File: config.mk
export PLATFORM = sky130hd
export DESIGN_NAME = usb_parallel_fifo_port
export DESIGN_NICKNAME = d
export VERILOG_FILES = /design/src/logic/usb_parallel_fifo_port.v
export VERILOG_INCLUDE_DIRS = /design/src /design/src/logic
export SDC_FILE = /design/constraint.sdc
export NUM_CORES = 2
export LEC_CHECK = 0
export BUFFER_PORTS_ARGS = -buffer_cell sky130_fd_sc_hd__buf_4
export CAP_MARGIN = 0
export CORE_ASPECT_RATIO = 0.5
export CORE_MARGIN = 2
export CORE_UTILIZATION = 45
export DETAILED_ROUTE_END_ITERATION = 6
export PLACE_DENSITY_LB_ADDON = 0.15
export SLEW_MARGIN = 25
export SYNTH_ARGS = -nofsm -noshare
export SYNTH_HDL_FRONTEND = slang
export SYNTH_SLANG_ARGS = --single-unit
File: constraint.sdc
create_clock -name clk_sys -period 5.4 [get_ports clk_sys]
set_input_delay 0.27 -clock clk_sys [delete_from_list [all_inputs] [get_ports clk_sys]]
set_output_delay 0.27 -clock clk_sys [all_outputs]
set_load 0.02 [all_outputs]
File: src/logic/fifo_port_defines.vh
// Constants for the byte-wide USB parallel FIFO port.
`ifndef FIFO_PORT_DEFINES_VH
`define FIFO_PORT_DEFINES_VH

// ----------------------------------------------------------------
// Buffers
// ----------------------------------------------------------------
`define RX_DEPTH      128
`define RX_AW         7
`define TX_DEPTH      384
`define TX_AW         9

// ----------------------------------------------------------------
// Clock rates and enables
// ----------------------------------------------------------------
`define SYS_MHZ       200
`define REF_MHZ       12
`define DPLL_MHZ      48
`define ACC_W         8

// ----------------------------------------------------------------
// Reset generator
// ----------------------------------------------------------------
`define RST_HOLD_US   5000
`define RST_HOLD_CYC  (`RST_HOLD_US * `SYS_MHZ)
`define RST_CNT_W     21

// ----------------------------------------------------------------
// Configuration memory
// ----------------------------------------------------------------
`define CFG_WORDS     64
`define CFG_AW        6
`define CFG_W_OPT     6'h00
`define CFG_W_VID     6'h01
`define CFG_W_PID     6'h02
`define CFG_W_PWR     6'h03
`define CFG_W_LAST    6'h3f
`define CFG_OPT_USB2  0
`define CFG_OPT_SER   1
`define CFG_BLANK     16'hffff
`define CFG_CHK_SEED  16'haaaa
`define BCD_USB11     16'h0110
`define BCD_USB20     16'h0200
`define DEF_VID       16'h1d50
`define DEF_PID       16'h0a0b
`define DEF_PWR       16'h002d

`endif

File: src/logic/usb_parallel_fifo_port.v
// Byte-wide parallel FIFO port with reset generator and configuration loader.
`timescale 1ns/1ps
`include "fifo_port_defines.vh"

// Overview of operation
// - Host OUT bytes wait in a 128-byte receive buffer until read by strobe.
// - Written bytes go to a 384-byte transmit buffer, drained by IN requests.
// - Data lines are driven with the current receive byte while read strobe is low.
// - Read strobe rising edge advances to the next receive byte if present.
// - Write strobe falling edge captures the data lines into the transmit buffer.
// - Data flag is low while receive data waits; reads happen only then.
// - FIFO logic runs on a 12MHz enable; a 48MHz enable feeds data recovery.
// - Reset output is low during any internal reset, high otherwise.
// - Reset output stays low about 5ms after supply, oscillator and reset input are good.
// - Low external reset input resets the device; otherwise held high.
// - Absent, blank or invalid configuration gives default identifiers and no serial.
// - A configuration option reports a USB 2.0 descriptor, still full speed.
// - Only the first 64 configuration words are used; others free during reset.
// - After each accepted write the space flag rises, high while full or storing.
// - After each read the data flag rises, falling only when another byte is ready.

module usb_parallel_fifo_port
#(
  parameter RX_DEPTH     = `RX_DEPTH,
  parameter TX_DEPTH     = `TX_DEPTH,
  parameter RST_HOLD_CYC = `RST_HOLD_CYC,
  parameter DEFAULT_VID  = `DEF_VID,   // Arbitrary value.
  parameter DEFAULT_PID  = `DEF_PID    // Arbitrary value.
)
(
  input  wire                clk_sys,
  input  wire                arst_n,
  input  wire                ext_reset_n,
  input  wire                osc_running,
  output reg                 reset_out_n,
  output wire                ref_tick,
  output wire                dpll_tick,
  input  wire [7:0]          fifo_bus_in,
  output reg  [7:0]          fifo_bus_out,
  output reg                 fifo_bus_oe,
  input  wire                rd_strobe_n,
  input  wire                wr_strobe,
  output reg                 tx_space_flag_n,
  output reg                 rx_avail_flag_n,
  input  wire                rx_in_valid,
  input  wire [7:0]          rx_in_data,
  output wire                rx_in_ready,
  output reg                 tx_out_valid,
  output reg  [7:0]          tx_out_data,
  input  wire                tx_out_ready,
  output reg                 cfg_req,
  output reg  [`CFG_AW-1:0]  cfg_addr,
  input  wire                cfg_ack,
  input  wire [15:0]         cfg_data,
  output wire                cfg_ext_allow,
  output reg                 cfg_done,
  output reg  [15:0]         desc_vid,
  output reg  [15:0]         desc_pid,
  output reg  [15:0]         desc_power,
  output reg  [15:0]         desc_bcd_usb,
  output reg                 desc_serial_en
);

  // ----------------------------------------------------------------
  // Rate enables
  // ----------------------------------------------------------------
  // Phase accumulators give exact average rates from the 200MHz clock.
  reg  [`ACC_W-1:0] ref_acc_reg;
  reg  [`ACC_W-1:0] dpll_acc_reg;
  wire [`ACC_W:0]   ref_sum;
  wire [`ACC_W:0]   dpll_sum;

  localparam [`ACC_W:0] REF_STEP  = `REF_MHZ;
  localparam [`ACC_W:0] DPLL_STEP = `DPLL_MHZ;
  localparam [`ACC_W:0] SYS_STEP  = `SYS_MHZ;

  assign ref_sum   = {1'b0, ref_acc_reg} + REF_STEP;
  assign dpll_sum  = {1'b0, dpll_acc_reg} + DPLL_STEP;
  assign ref_tick  = osc_running && (ref_sum >= SYS_STEP);
  assign dpll_tick = osc_running && (dpll_sum >= SYS_STEP);

  always @(posedge clk_sys or negedge arst_n)
  begin
    if (!arst_n)
    begin
      ref_acc_reg  <= {`ACC_W{1'b0}};
      dpll_acc_reg <= {`ACC_W{1'b0}};
    end
    else if (osc_running)
    begin
      ref_acc_reg  <= ref_tick ? ref_sum[`ACC_W-1:0] - SYS_STEP[`ACC_W-1:0] : ref_sum[`ACC_W-1:0];
      dpll_acc_reg <= dpll_tick ? dpll_sum[`ACC_W-1:0] - SYS_STEP[`ACC_W-1:0] : dpll_sum[`ACC_W-1:0];
    end
  end

  // ----------------------------------------------------------------
  // Reset generator
  // ----------------------------------------------------------------
  reg                  ext_rst_s1_reg;
  reg                  ext_rst_s2_reg;
  reg  [`RST_CNT_W-1:0] rst_cnt_reg;
  wire                 rst_cond;
  wire                 core_rst;

  assign rst_cond      = !ext_rst_s2_reg || !osc_running;
  assign core_rst      = !reset_out_n;
  // Outside access waits until the loader has dropped its request.
  assign cfg_ext_allow = core_rst && !cfg_req;

  always @(posedge clk_sys or negedge arst_n)
  begin
    if (!arst_n)
    begin
      ext_rst_s1_reg <= 1'b0;
      ext_rst_s2_reg <= 1'b0;
      rst_cnt_reg    <= {`RST_CNT_W{1'b0}};
      reset_out_n    <= 1'b0;
    end
    else
    begin
      ext_rst_s1_reg <= ext_reset_n;
      ext_rst_s2_reg <= ext_rst_s1_reg;
      if (rst_cond)
      begin
        rst_cnt_reg <= {`RST_CNT_W{1'b0}};
        reset_out_n <= 1'b0;
      end
      else if (rst_cnt_reg == RST_HOLD_CYC[`RST_CNT_W-1:0] - 1'b1)
        reset_out_n <= 1'b1;
      else
        rst_cnt_reg <= rst_cnt_reg + 1'b1;
    end
  end

  // ----------------------------------------------------------------
  // Strobe synchronisers
  // ----------------------------------------------------------------
  reg  rd_s1_reg;
  reg  rd_s2_reg;
  reg  rd_prev_reg;
  reg  wr_s1_reg;
  reg  wr_s2_reg;
  reg  wr_prev_reg;
  wire rd_rise;
  wire wr_fall;

  // Edges are judged only on the 12MHz enable, so strobes must stay
  // in each level for at least one 12MHz period to be seen.
  assign rd_rise = ref_tick && rd_s2_reg && !rd_prev_reg;
  assign wr_fall = ref_tick && !wr_s2_reg && wr_prev_reg;

  always @(posedge clk_sys or negedge arst_n)
  begin
    if (!arst_n)
    begin
      rd_s1_reg   <= 1'b1;
      rd_s2_reg   <= 1'b1;
      rd_prev_reg <= 1'b1;
      wr_s1_reg   <= 1'b0;
      wr_s2_reg   <= 1'b0;
      wr_prev_reg <= 1'b0;
      fifo_bus_oe <= 1'b0;
    end
    else
    begin
      rd_s1_reg   <= rd_strobe_n;
      rd_s2_reg   <= rd_s1_reg;
      wr_s1_reg   <= wr_strobe;
      wr_s2_reg   <= wr_s1_reg;
      fifo_bus_oe <= !rd_s2_reg && !core_rst;
      if (ref_tick)
      begin
        rd_prev_reg <= rd_s2_reg;
        wr_prev_reg <= wr_s2_reg;
      end
    end
  end

  // ----------------------------------------------------------------
  // Receive buffer
  // ----------------------------------------------------------------
  reg  [7:0]       rx_mem [0:RX_DEPTH-1];
  reg  [`RX_AW:0]  rx_wptr_reg;
  reg  [`RX_AW:0]  rx_rptr_reg;
  wire             rx_empty;
  wire             rx_full;
  wire             rx_push;

  assign rx_empty    = rx_wptr_reg == rx_rptr_reg;
  assign rx_full     = (rx_wptr_reg[`RX_AW] != rx_rptr_reg[`RX_AW]) &&
                       (rx_wptr_reg[`RX_AW-1:0] == rx_rptr_reg[`RX_AW-1:0]);
  assign rx_in_ready = ref_tick && !rx_full && !core_rst;
  assign rx_push     = rx_in_valid && rx_in_ready;

  always @(posedge clk_sys)
  begin
    if (rx_push)
      rx_mem[rx_wptr_reg[`RX_AW-1:0]] <= rx_in_data;
  end

  always @(posedge clk_sys or negedge arst_n)
  begin
    if (!arst_n)
    begin
      rx_wptr_reg     <= {(`RX_AW+1){1'b0}};
      rx_rptr_reg     <= {(`RX_AW+1){1'b0}};
      fifo_bus_out    <= 8'h00;
      rx_avail_flag_n <= 1'b1;
    end
    else if (core_rst)
    begin
      rx_wptr_reg     <= {(`RX_AW+1){1'b0}};
      rx_rptr_reg     <= {(`RX_AW+1){1'b0}};
      rx_avail_flag_n <= 1'b1;
    end
    else
    begin
      if (rx_push)
        rx_wptr_reg <= rx_wptr_reg + 1'b1;
      if (rd_rise)
      begin
        rx_avail_flag_n <= 1'b1;
        if (!rx_empty && !rx_avail_flag_n)
          rx_rptr_reg <= rx_rptr_reg + 1'b1;
      end
      else if (ref_tick && rd_s2_reg)
      begin
        // The head byte is refreshed only while the strobe is high, so
        // the lines never change under a read in progress.
        fifo_bus_out    <= rx_mem[rx_rptr_reg[`RX_AW-1:0]];
        rx_avail_flag_n <= rx_empty;
      end
    end
  end

  // ----------------------------------------------------------------
  // Transmit buffer
  // ----------------------------------------------------------------
  reg  [7:0]       tx_mem [0:TX_DEPTH-1];
  reg  [`TX_AW-1:0] tx_wptr_reg;
  reg  [`TX_AW-1:0] tx_rptr_reg;
  reg  [`TX_AW:0]   tx_count_reg;
  reg  [7:0]        tx_hold_reg;
  reg               tx_pend_reg;
  wire              tx_store;
  wire              tx_pop;
  wire              tx_full;

  assign tx_full  = tx_count_reg == TX_DEPTH;
  assign tx_store = ref_tick && tx_pend_reg;
  assign tx_pop   = tx_out_valid && tx_out_ready;

  always @(posedge clk_sys)
  begin
    if (tx_store)
      tx_mem[tx_wptr_reg] <= tx_hold_reg;
  end

  always @(posedge clk_sys or negedge arst_n)
  begin
    if (!arst_n)
    begin
      tx_wptr_reg     <= {`TX_AW{1'b0}};
      tx_rptr_reg     <= {`TX_AW{1'b0}};
      tx_count_reg    <= {(`TX_AW+1){1'b0}};
      tx_hold_reg     <= 8'h00;
      tx_pend_reg     <= 1'b0;
      tx_space_flag_n <= 1'b1;
      tx_out_valid    <= 1'b0;
      tx_out_data     <= 8'h00;
    end
    else if (core_rst)
    begin
      tx_wptr_reg     <= {`TX_AW{1'b0}};
      tx_rptr_reg     <= {`TX_AW{1'b0}};
      tx_count_reg    <= {(`TX_AW+1){1'b0}};
      tx_pend_reg     <= 1'b0;
      tx_space_flag_n <= 1'b1;
      tx_out_valid    <= 1'b0;
    end
    else
    begin
      // A write while the flag is high breaks the handshake and is dropped.
      if (wr_fall && !tx_space_flag_n)
      begin
        tx_hold_reg     <= fifo_bus_in;
        tx_pend_reg     <= 1'b1;
        tx_space_flag_n <= 1'b1;
      end
      else if (tx_store)
      begin
        tx_pend_reg     <= 1'b0;
        tx_wptr_reg     <= (tx_wptr_reg == TX_DEPTH - 1) ? {`TX_AW{1'b0}} : tx_wptr_reg + 1'b1;
        tx_space_flag_n <= 1'b1;
      end
      else if (ref_tick)
        tx_space_flag_n <= tx_full;
      if (tx_store && !tx_pop)
        tx_count_reg <= tx_count_reg + 1'b1;
      else if (tx_pop && !tx_store)
        tx_count_reg <= tx_count_reg - 1'b1;
      if (tx_pop)
      begin
        tx_out_valid <= 1'b0;
        tx_rptr_reg  <= (tx_rptr_reg == TX_DEPTH - 1) ? {`TX_AW{1'b0}} : tx_rptr_reg + 1'b1;
      end
      else if (ref_tick && !tx_out_valid && tx_count_reg != 0)
      begin
        tx_out_data  <= tx_mem[tx_rptr_reg];
        tx_out_valid <= 1'b1;
      end
    end
  end

  // ----------------------------------------------------------------
  // Configuration loader
  // ----------------------------------------------------------------
  localparam CFG_IDLE = 2'd0;
  localparam CFG_REQ  = 2'd1;
  localparam CFG_EVAL = 2'd2;
  localparam CFG_DONE = 2'd3;

  reg  [1:0]  cfg_state_reg;
  reg  [15:0] cfg_chk_reg;
  reg  [15:0] cfg_opt_reg;
  reg  [15:0] cfg_vid_reg;
  reg  [15:0] cfg_pid_reg;
  reg  [15:0] cfg_pwr_reg;
  wire        cfg_valid;

  assign cfg_valid = (cfg_chk_reg == `CFG_CHK_SEED) && (cfg_vid_reg != `CFG_BLANK);

  always @(posedge clk_sys or negedge arst_n)
  begin
    if (!arst_n)
    begin
      cfg_state_reg  <= CFG_IDLE;
      cfg_req        <= 1'b0;
      cfg_addr       <= {`CFG_AW{1'b0}};
      cfg_done       <= 1'b0;
      cfg_chk_reg    <= 16'h0000;
      cfg_opt_reg    <= 16'h0000;
      cfg_vid_reg    <= 16'h0000;
      cfg_pid_reg    <= 16'h0000;
      cfg_pwr_reg    <= 16'h0000;
      desc_vid       <= DEFAULT_VID;
      desc_pid       <= DEFAULT_PID;
      desc_power     <= `DEF_PWR;
      desc_bcd_usb   <= `BCD_USB11;
      desc_serial_en <= 1'b0;
    end
    else if (core_rst)
    begin
      // The memory belongs to outside logic while the device is in reset.
      cfg_state_reg <= CFG_IDLE;
      cfg_req       <= 1'b0;
      cfg_done      <= 1'b0;
    end
    else
    begin
      case (cfg_state_reg)
        CFG_IDLE:
        begin
          cfg_addr      <= {`CFG_AW{1'b0}};
          cfg_chk_reg   <= 16'h0000;
          cfg_req       <= 1'b1;
          cfg_state_reg <= CFG_REQ;
        end
        CFG_REQ:
        begin
          if (cfg_ack)
          begin
            cfg_chk_reg <= cfg_chk_reg ^ cfg_data;
            if (cfg_addr == `CFG_W_OPT)
              cfg_opt_reg <= cfg_data;
            else if (cfg_addr == `CFG_W_VID)
              cfg_vid_reg <= cfg_data;
            else if (cfg_addr == `CFG_W_PID)
              cfg_pid_reg <= cfg_data;
            else if (cfg_addr == `CFG_W_PWR)
              cfg_pwr_reg <= cfg_data;
            if (cfg_addr == `CFG_W_LAST)
            begin
              cfg_req       <= 1'b0;
              cfg_state_reg <= CFG_EVAL;
            end
            else
              cfg_addr <= cfg_addr + 1'b1;
          end
        end
        CFG_EVAL:
        begin
          if (cfg_valid)
          begin
            desc_vid       <= cfg_vid_reg;
            desc_pid       <= cfg_pid_reg;
            desc_power     <= cfg_pwr_reg;
            desc_serial_en <= cfg_opt_reg[`CFG_OPT_SER];
            desc_bcd_usb   <= cfg_opt_reg[`CFG_OPT_USB2] ? `BCD_USB20 : `BCD_USB11;
          end
          else
          begin
            desc_vid       <= DEFAULT_VID;
            desc_pid       <= DEFAULT_PID;
            desc_power     <= `DEF_PWR;
            desc_serial_en <= 1'b0;
            desc_bcd_usb   <= `BCD_USB11;
          end
          cfg_done      <= 1'b1;
          cfg_state_reg <= CFG_DONE;
        end
        default:
          cfg_done <= 1'b1;
      endcase
    end
  end

endmodule

==> results.yml <==
die:
  start_util: 0.452
  die_w_um: 871
  fp.dieArea_um2: 381000
  core_area_um2: 375000
  num_io_pins: 139
  fp.dieH_um: 438
  row_count: 159
grt:
  grt_max_degree: 169
  track_usage: 0.241
  grt_pass1_vias: 84400
  antenna_found_initial: 23
  grt-ovfl-total: 0
  grt_pass1_wl_um: 659000
synthesis:
  synth-edff-count: 4096
  yosys.area_share.xor_xnor: 0.00450
  yosys_warnings: 0
  synth_top_area_cell: "edfxtp_1"
  synth_area_um2: 169000
  synth_area_per_cell_um2: 20.5
  synthArstFlopShare: 0.0556
  synth_top_family_by_area: "multiplexers"
  ys.flop_type: "edfxtp_1"
  muxShareOfSynthArea: 0.156
  seq_area_frac_synth: 0.763
  yosys_register_bits: 4337
  ys_types: 82
  synth.area.top_cells: "edfxtp_1 73%, mux4_2 13%, dfrtp_1 3.3%"
  synth_fa_ha_area_frac: 0.00241
  synth-simple-area-share: 0.0298
  synth_top_area_share: 0.727
  synth_compound_area_frac: 0.0296
  syn_inst: 8244
cts:
  cts_root_buf: "clkbuf_16"
  cts_resized: 0
  clk_pin_slew_ns: 0.07
  clock-sinks: 4337
  htreeDepth: 5
  cts_buffers: 388
  cts_tree: "done"
  cts_buffer_depth: 4
  clk_latency_ns: 0.95
timing:
  tightestPinTransition_ns: 1.25
  relSlewSlack: 0.163
  rsz0062_at_grt: "no"
  fin_skew_ns: 0.0486
  fin_crit_sh: 0.838
  finalHoldViolCount: 0
  fin_ws_ns: 0.876
  max_freq_ghz: 0.221
  period_minus_slack_ns: 4.52
  finalSetupTns_ns: 0
  setup_viol: 0
  drv_slew: 0
  whs_ns: 0.0749
power_and_ir_drop:
  powerDensity_nw_per_um2: 341
  p_leak_uw: 0.0667
  ir_worst_vdd_mv: 0.247
finish:
  design_area_um2: 191000
  largest_register_ffs: 3072
  fill_cells: 29800
  drive_gt1_frac: 0.248
  area_delta_synth_final_pct: 12.8
  nets: 8750
setup_path:
  critPathRequiredTime_ns: 5.97
  end_kind: "register"
  worstPathMaxFanout: 20
  slowest_delay_ns: 0.78
  worstPathArrival_ns: 5.09
  slowest_stage: "nand3_4"
  start_kind: "register"
  crit_type: "reg2reg"
  worstPathCellList: "inv_1, ha_1, xor2_1, ha_1, and2_1, a211o_1, a21oi_2, buf_4, nand3_4, buf_4, nor2_1"
detailed_routing:
  routed_via_density: 6.10
  drcViolationCount: 2
  drt_iter0_markers: 10800
  drt-total-wl_um: 466000
  first_pass_iters: 7
  ant_nets: 0
  vias: 85400
  wl_per_cell_um: 33.3
placed_design:
  io_buffers: 125
  placed_area_um2: 178000
  place.detailed.hpwl_um: 281000
  place_congestion: 0.840
  dpl_worst_slack_ns: 0.949
run_status:
  status: "finished, violations left"
  violations: "DRC"
job:
  cap_violations: 0
hold_path:
  min_path_type: "in2reg"
layout by cell type (no fill, tap or decap), types with 18 or more instances in the layout:
cell type | synthesis | routed
edfxtp_1 | 4096 | 4096
mux4_2 | 997 | 997
nor2_1 | 629 | 627
buf_4 | 54 | 438
clkbuf_16 | 0 | 393
mux2i_1 | 318 | 317
nand2_1 | 238 | 229
dfrtp_1 | 220 | 200
a21oi_1 | 120 | 119
o22ai_1 | 101 | 101
clkinv_2 | 0 | 86
a22oi_1 | 78 | 78
clkinv_1 | 2 | 76
o21ai_0 | 75 | 74
mux2_2 | 68 | 68
nand3_1 | 69 | 64
clkbuf_1 | 240 | 61
a22o_1 | 59 | 59
buf_12 | 0 | 58
xor2_1 | 53 | 53
o221ai_1 | 46 | 46
dlygate4sd3_1 | 0 | 43
bufinv_16 | 0 | 39
nor3_1 | 37 | 35
xnor2_1 | 34 | 34
a211oi_1 | 35 | 34
a221oi_1 | 34 | 34
nor2b_1 | 35 | 31
ha_1 | 31 | 31
and2_1 | 32 | 30
nand4_1 | 21 | 21
dfstp_2 | 21 | 21
o22a_1 | 19 | 19
a31oi_1 | 19 | 19
clkinvlp_4 | 0 | 19
dfrtp_4 | 0 | 19
inv_1 | 20 | 18
repair_timing:
item / in CTS / in global routing
hold buffers: 43 / 1
buffers inserted: 0 / 0
hold endpoints to repair: 557 / 20
worst max-delay path, delay by kind of cell (launching register included):
kind,cells,cell delay (ns)
flip-flops,1,0.47
adder cells (fa/ha/maj),2,0.45
buffers and inverters,3,0.94
AND/OR/NAND/NOR,3,1.55
AO/OA/AOI/OAI,2,0.54
XOR/XNOR,1,0.16
routing by layer:
| layer | vias to the layer above | wire length (µm) | global-route usage | share of wire |
|---|---|---|---|---|
| met1 | 46400 | 205000 | 0.366 | 0.44 |
| met2 | 3602 | 214000 | 0.368 | 0.46 |
| met5 | - | 34 | 0 | 0.000073 |
| met4 | 6 | 10600 | 0.0518 | 0.023 |
| met3 | 593 | 37000 | 0.0435 | 0.079 |
| li1 | 34800 | - | - | - |
cell families after synthesis:
| group | after synthesis |
|---|---|
| AO/OA/AOI/OAI | 708 |
| XOR/XNOR | 87 |
| adder cells (fa/ha/maj) | 32 |
| buffers and inverters | 537 |
| flip-flops | 4337 |
| multiplexers | 1383 |
| other | 1 |
| AND/OR/NAND/NOR | 1159 |
cell usage after synthesis, types with 7 or more instances:
library cell / number
or3_1: 12
nor2_1: 629
nor2b_1: 35
buf_1: 58
o211ai_1: 7
xnor2_1: 34
a21boi_0: 7
and2_1: 32
nor3_1: 37
a22o_1: 59
nand3_1: 69
nand2b_1: 8
clkbuf_1: 240
dfrtp_1: 220
mux2i_1: 318
buf_6: 19
dfstp_2: 21
ha_1: 31
a211oi_1: 35
a21oi_1: 120
inv_1: 20
buf_4: 54
xor2_1: 53
o221ai_1: 46
nand2_1: 238
nand4_1: 21
a2111oi_0: 21
o22ai_1: 101
mux2_2: 68
a211o_1: 15
nor4_1: 17
and3_1: 13
a221oi_1: 34
edfxtp_1: 4096
a22oi_1: 78
o22a_1: 19
a31oi_1: 19
buf_2: 143
o31ai_1: 10
mux4_2: 997
o2111ai_1: 11
o21ai_0: 75
layout make-up:
type	instances	area [µm²]	share of cell area
inverter	23	93.8	0.000492
sequential	4337	129000	0.676
antenna	6	15.0	0.0000786
clock inverter	247	2380	0.0125
tap	4991	6240	0.0327
timing repair buffer	545	5030	0.0264
multi-input combinational	3382	37900	0.198
clock buffer	460	10100	0.0531
worst paths after layout:
check | startpoint | to | slack (ns) | depth (start not counted)
worst max-delay path | ref_acc_reg[2] | tx_mem[68][3] | 0.88 | 11
worst min-delay path | ext_reset_n | ext_rst_s1_reg | 0.07 | 2
worst max register to register | ref_acc_reg[2] | tx_mem[68][3] | 0.88 | 11
worst min register to register | ext_rst_s1_reg | ext_rst_s2_reg | 0.35 | 0
max in group asynchronous | arst_n | tx_rptr_reg[2] | 3.99 | 4
min in group asynchronous | arst_n | desc_vid[8] | 0.52 | 3
power breakdown:
| group | switching, µW | internal (µW) |
|---|---|---|
| logic | 459 | 241 |
| registers | 69.7 | 36400 |
| clock network | 12600 | 15400 |
metrics by stage:
step,power (µW),instances,utilization
final,65200,14000,0.509
after global routing,66900,14000,0.509
after CTS,65600,14000,0.509
after detailed placement,37900,13200,0.474
after global placement,37900,13200,0.474
after floorplan,37500,8256,-
Note: power is estimated with default switching activity, not from simulation.
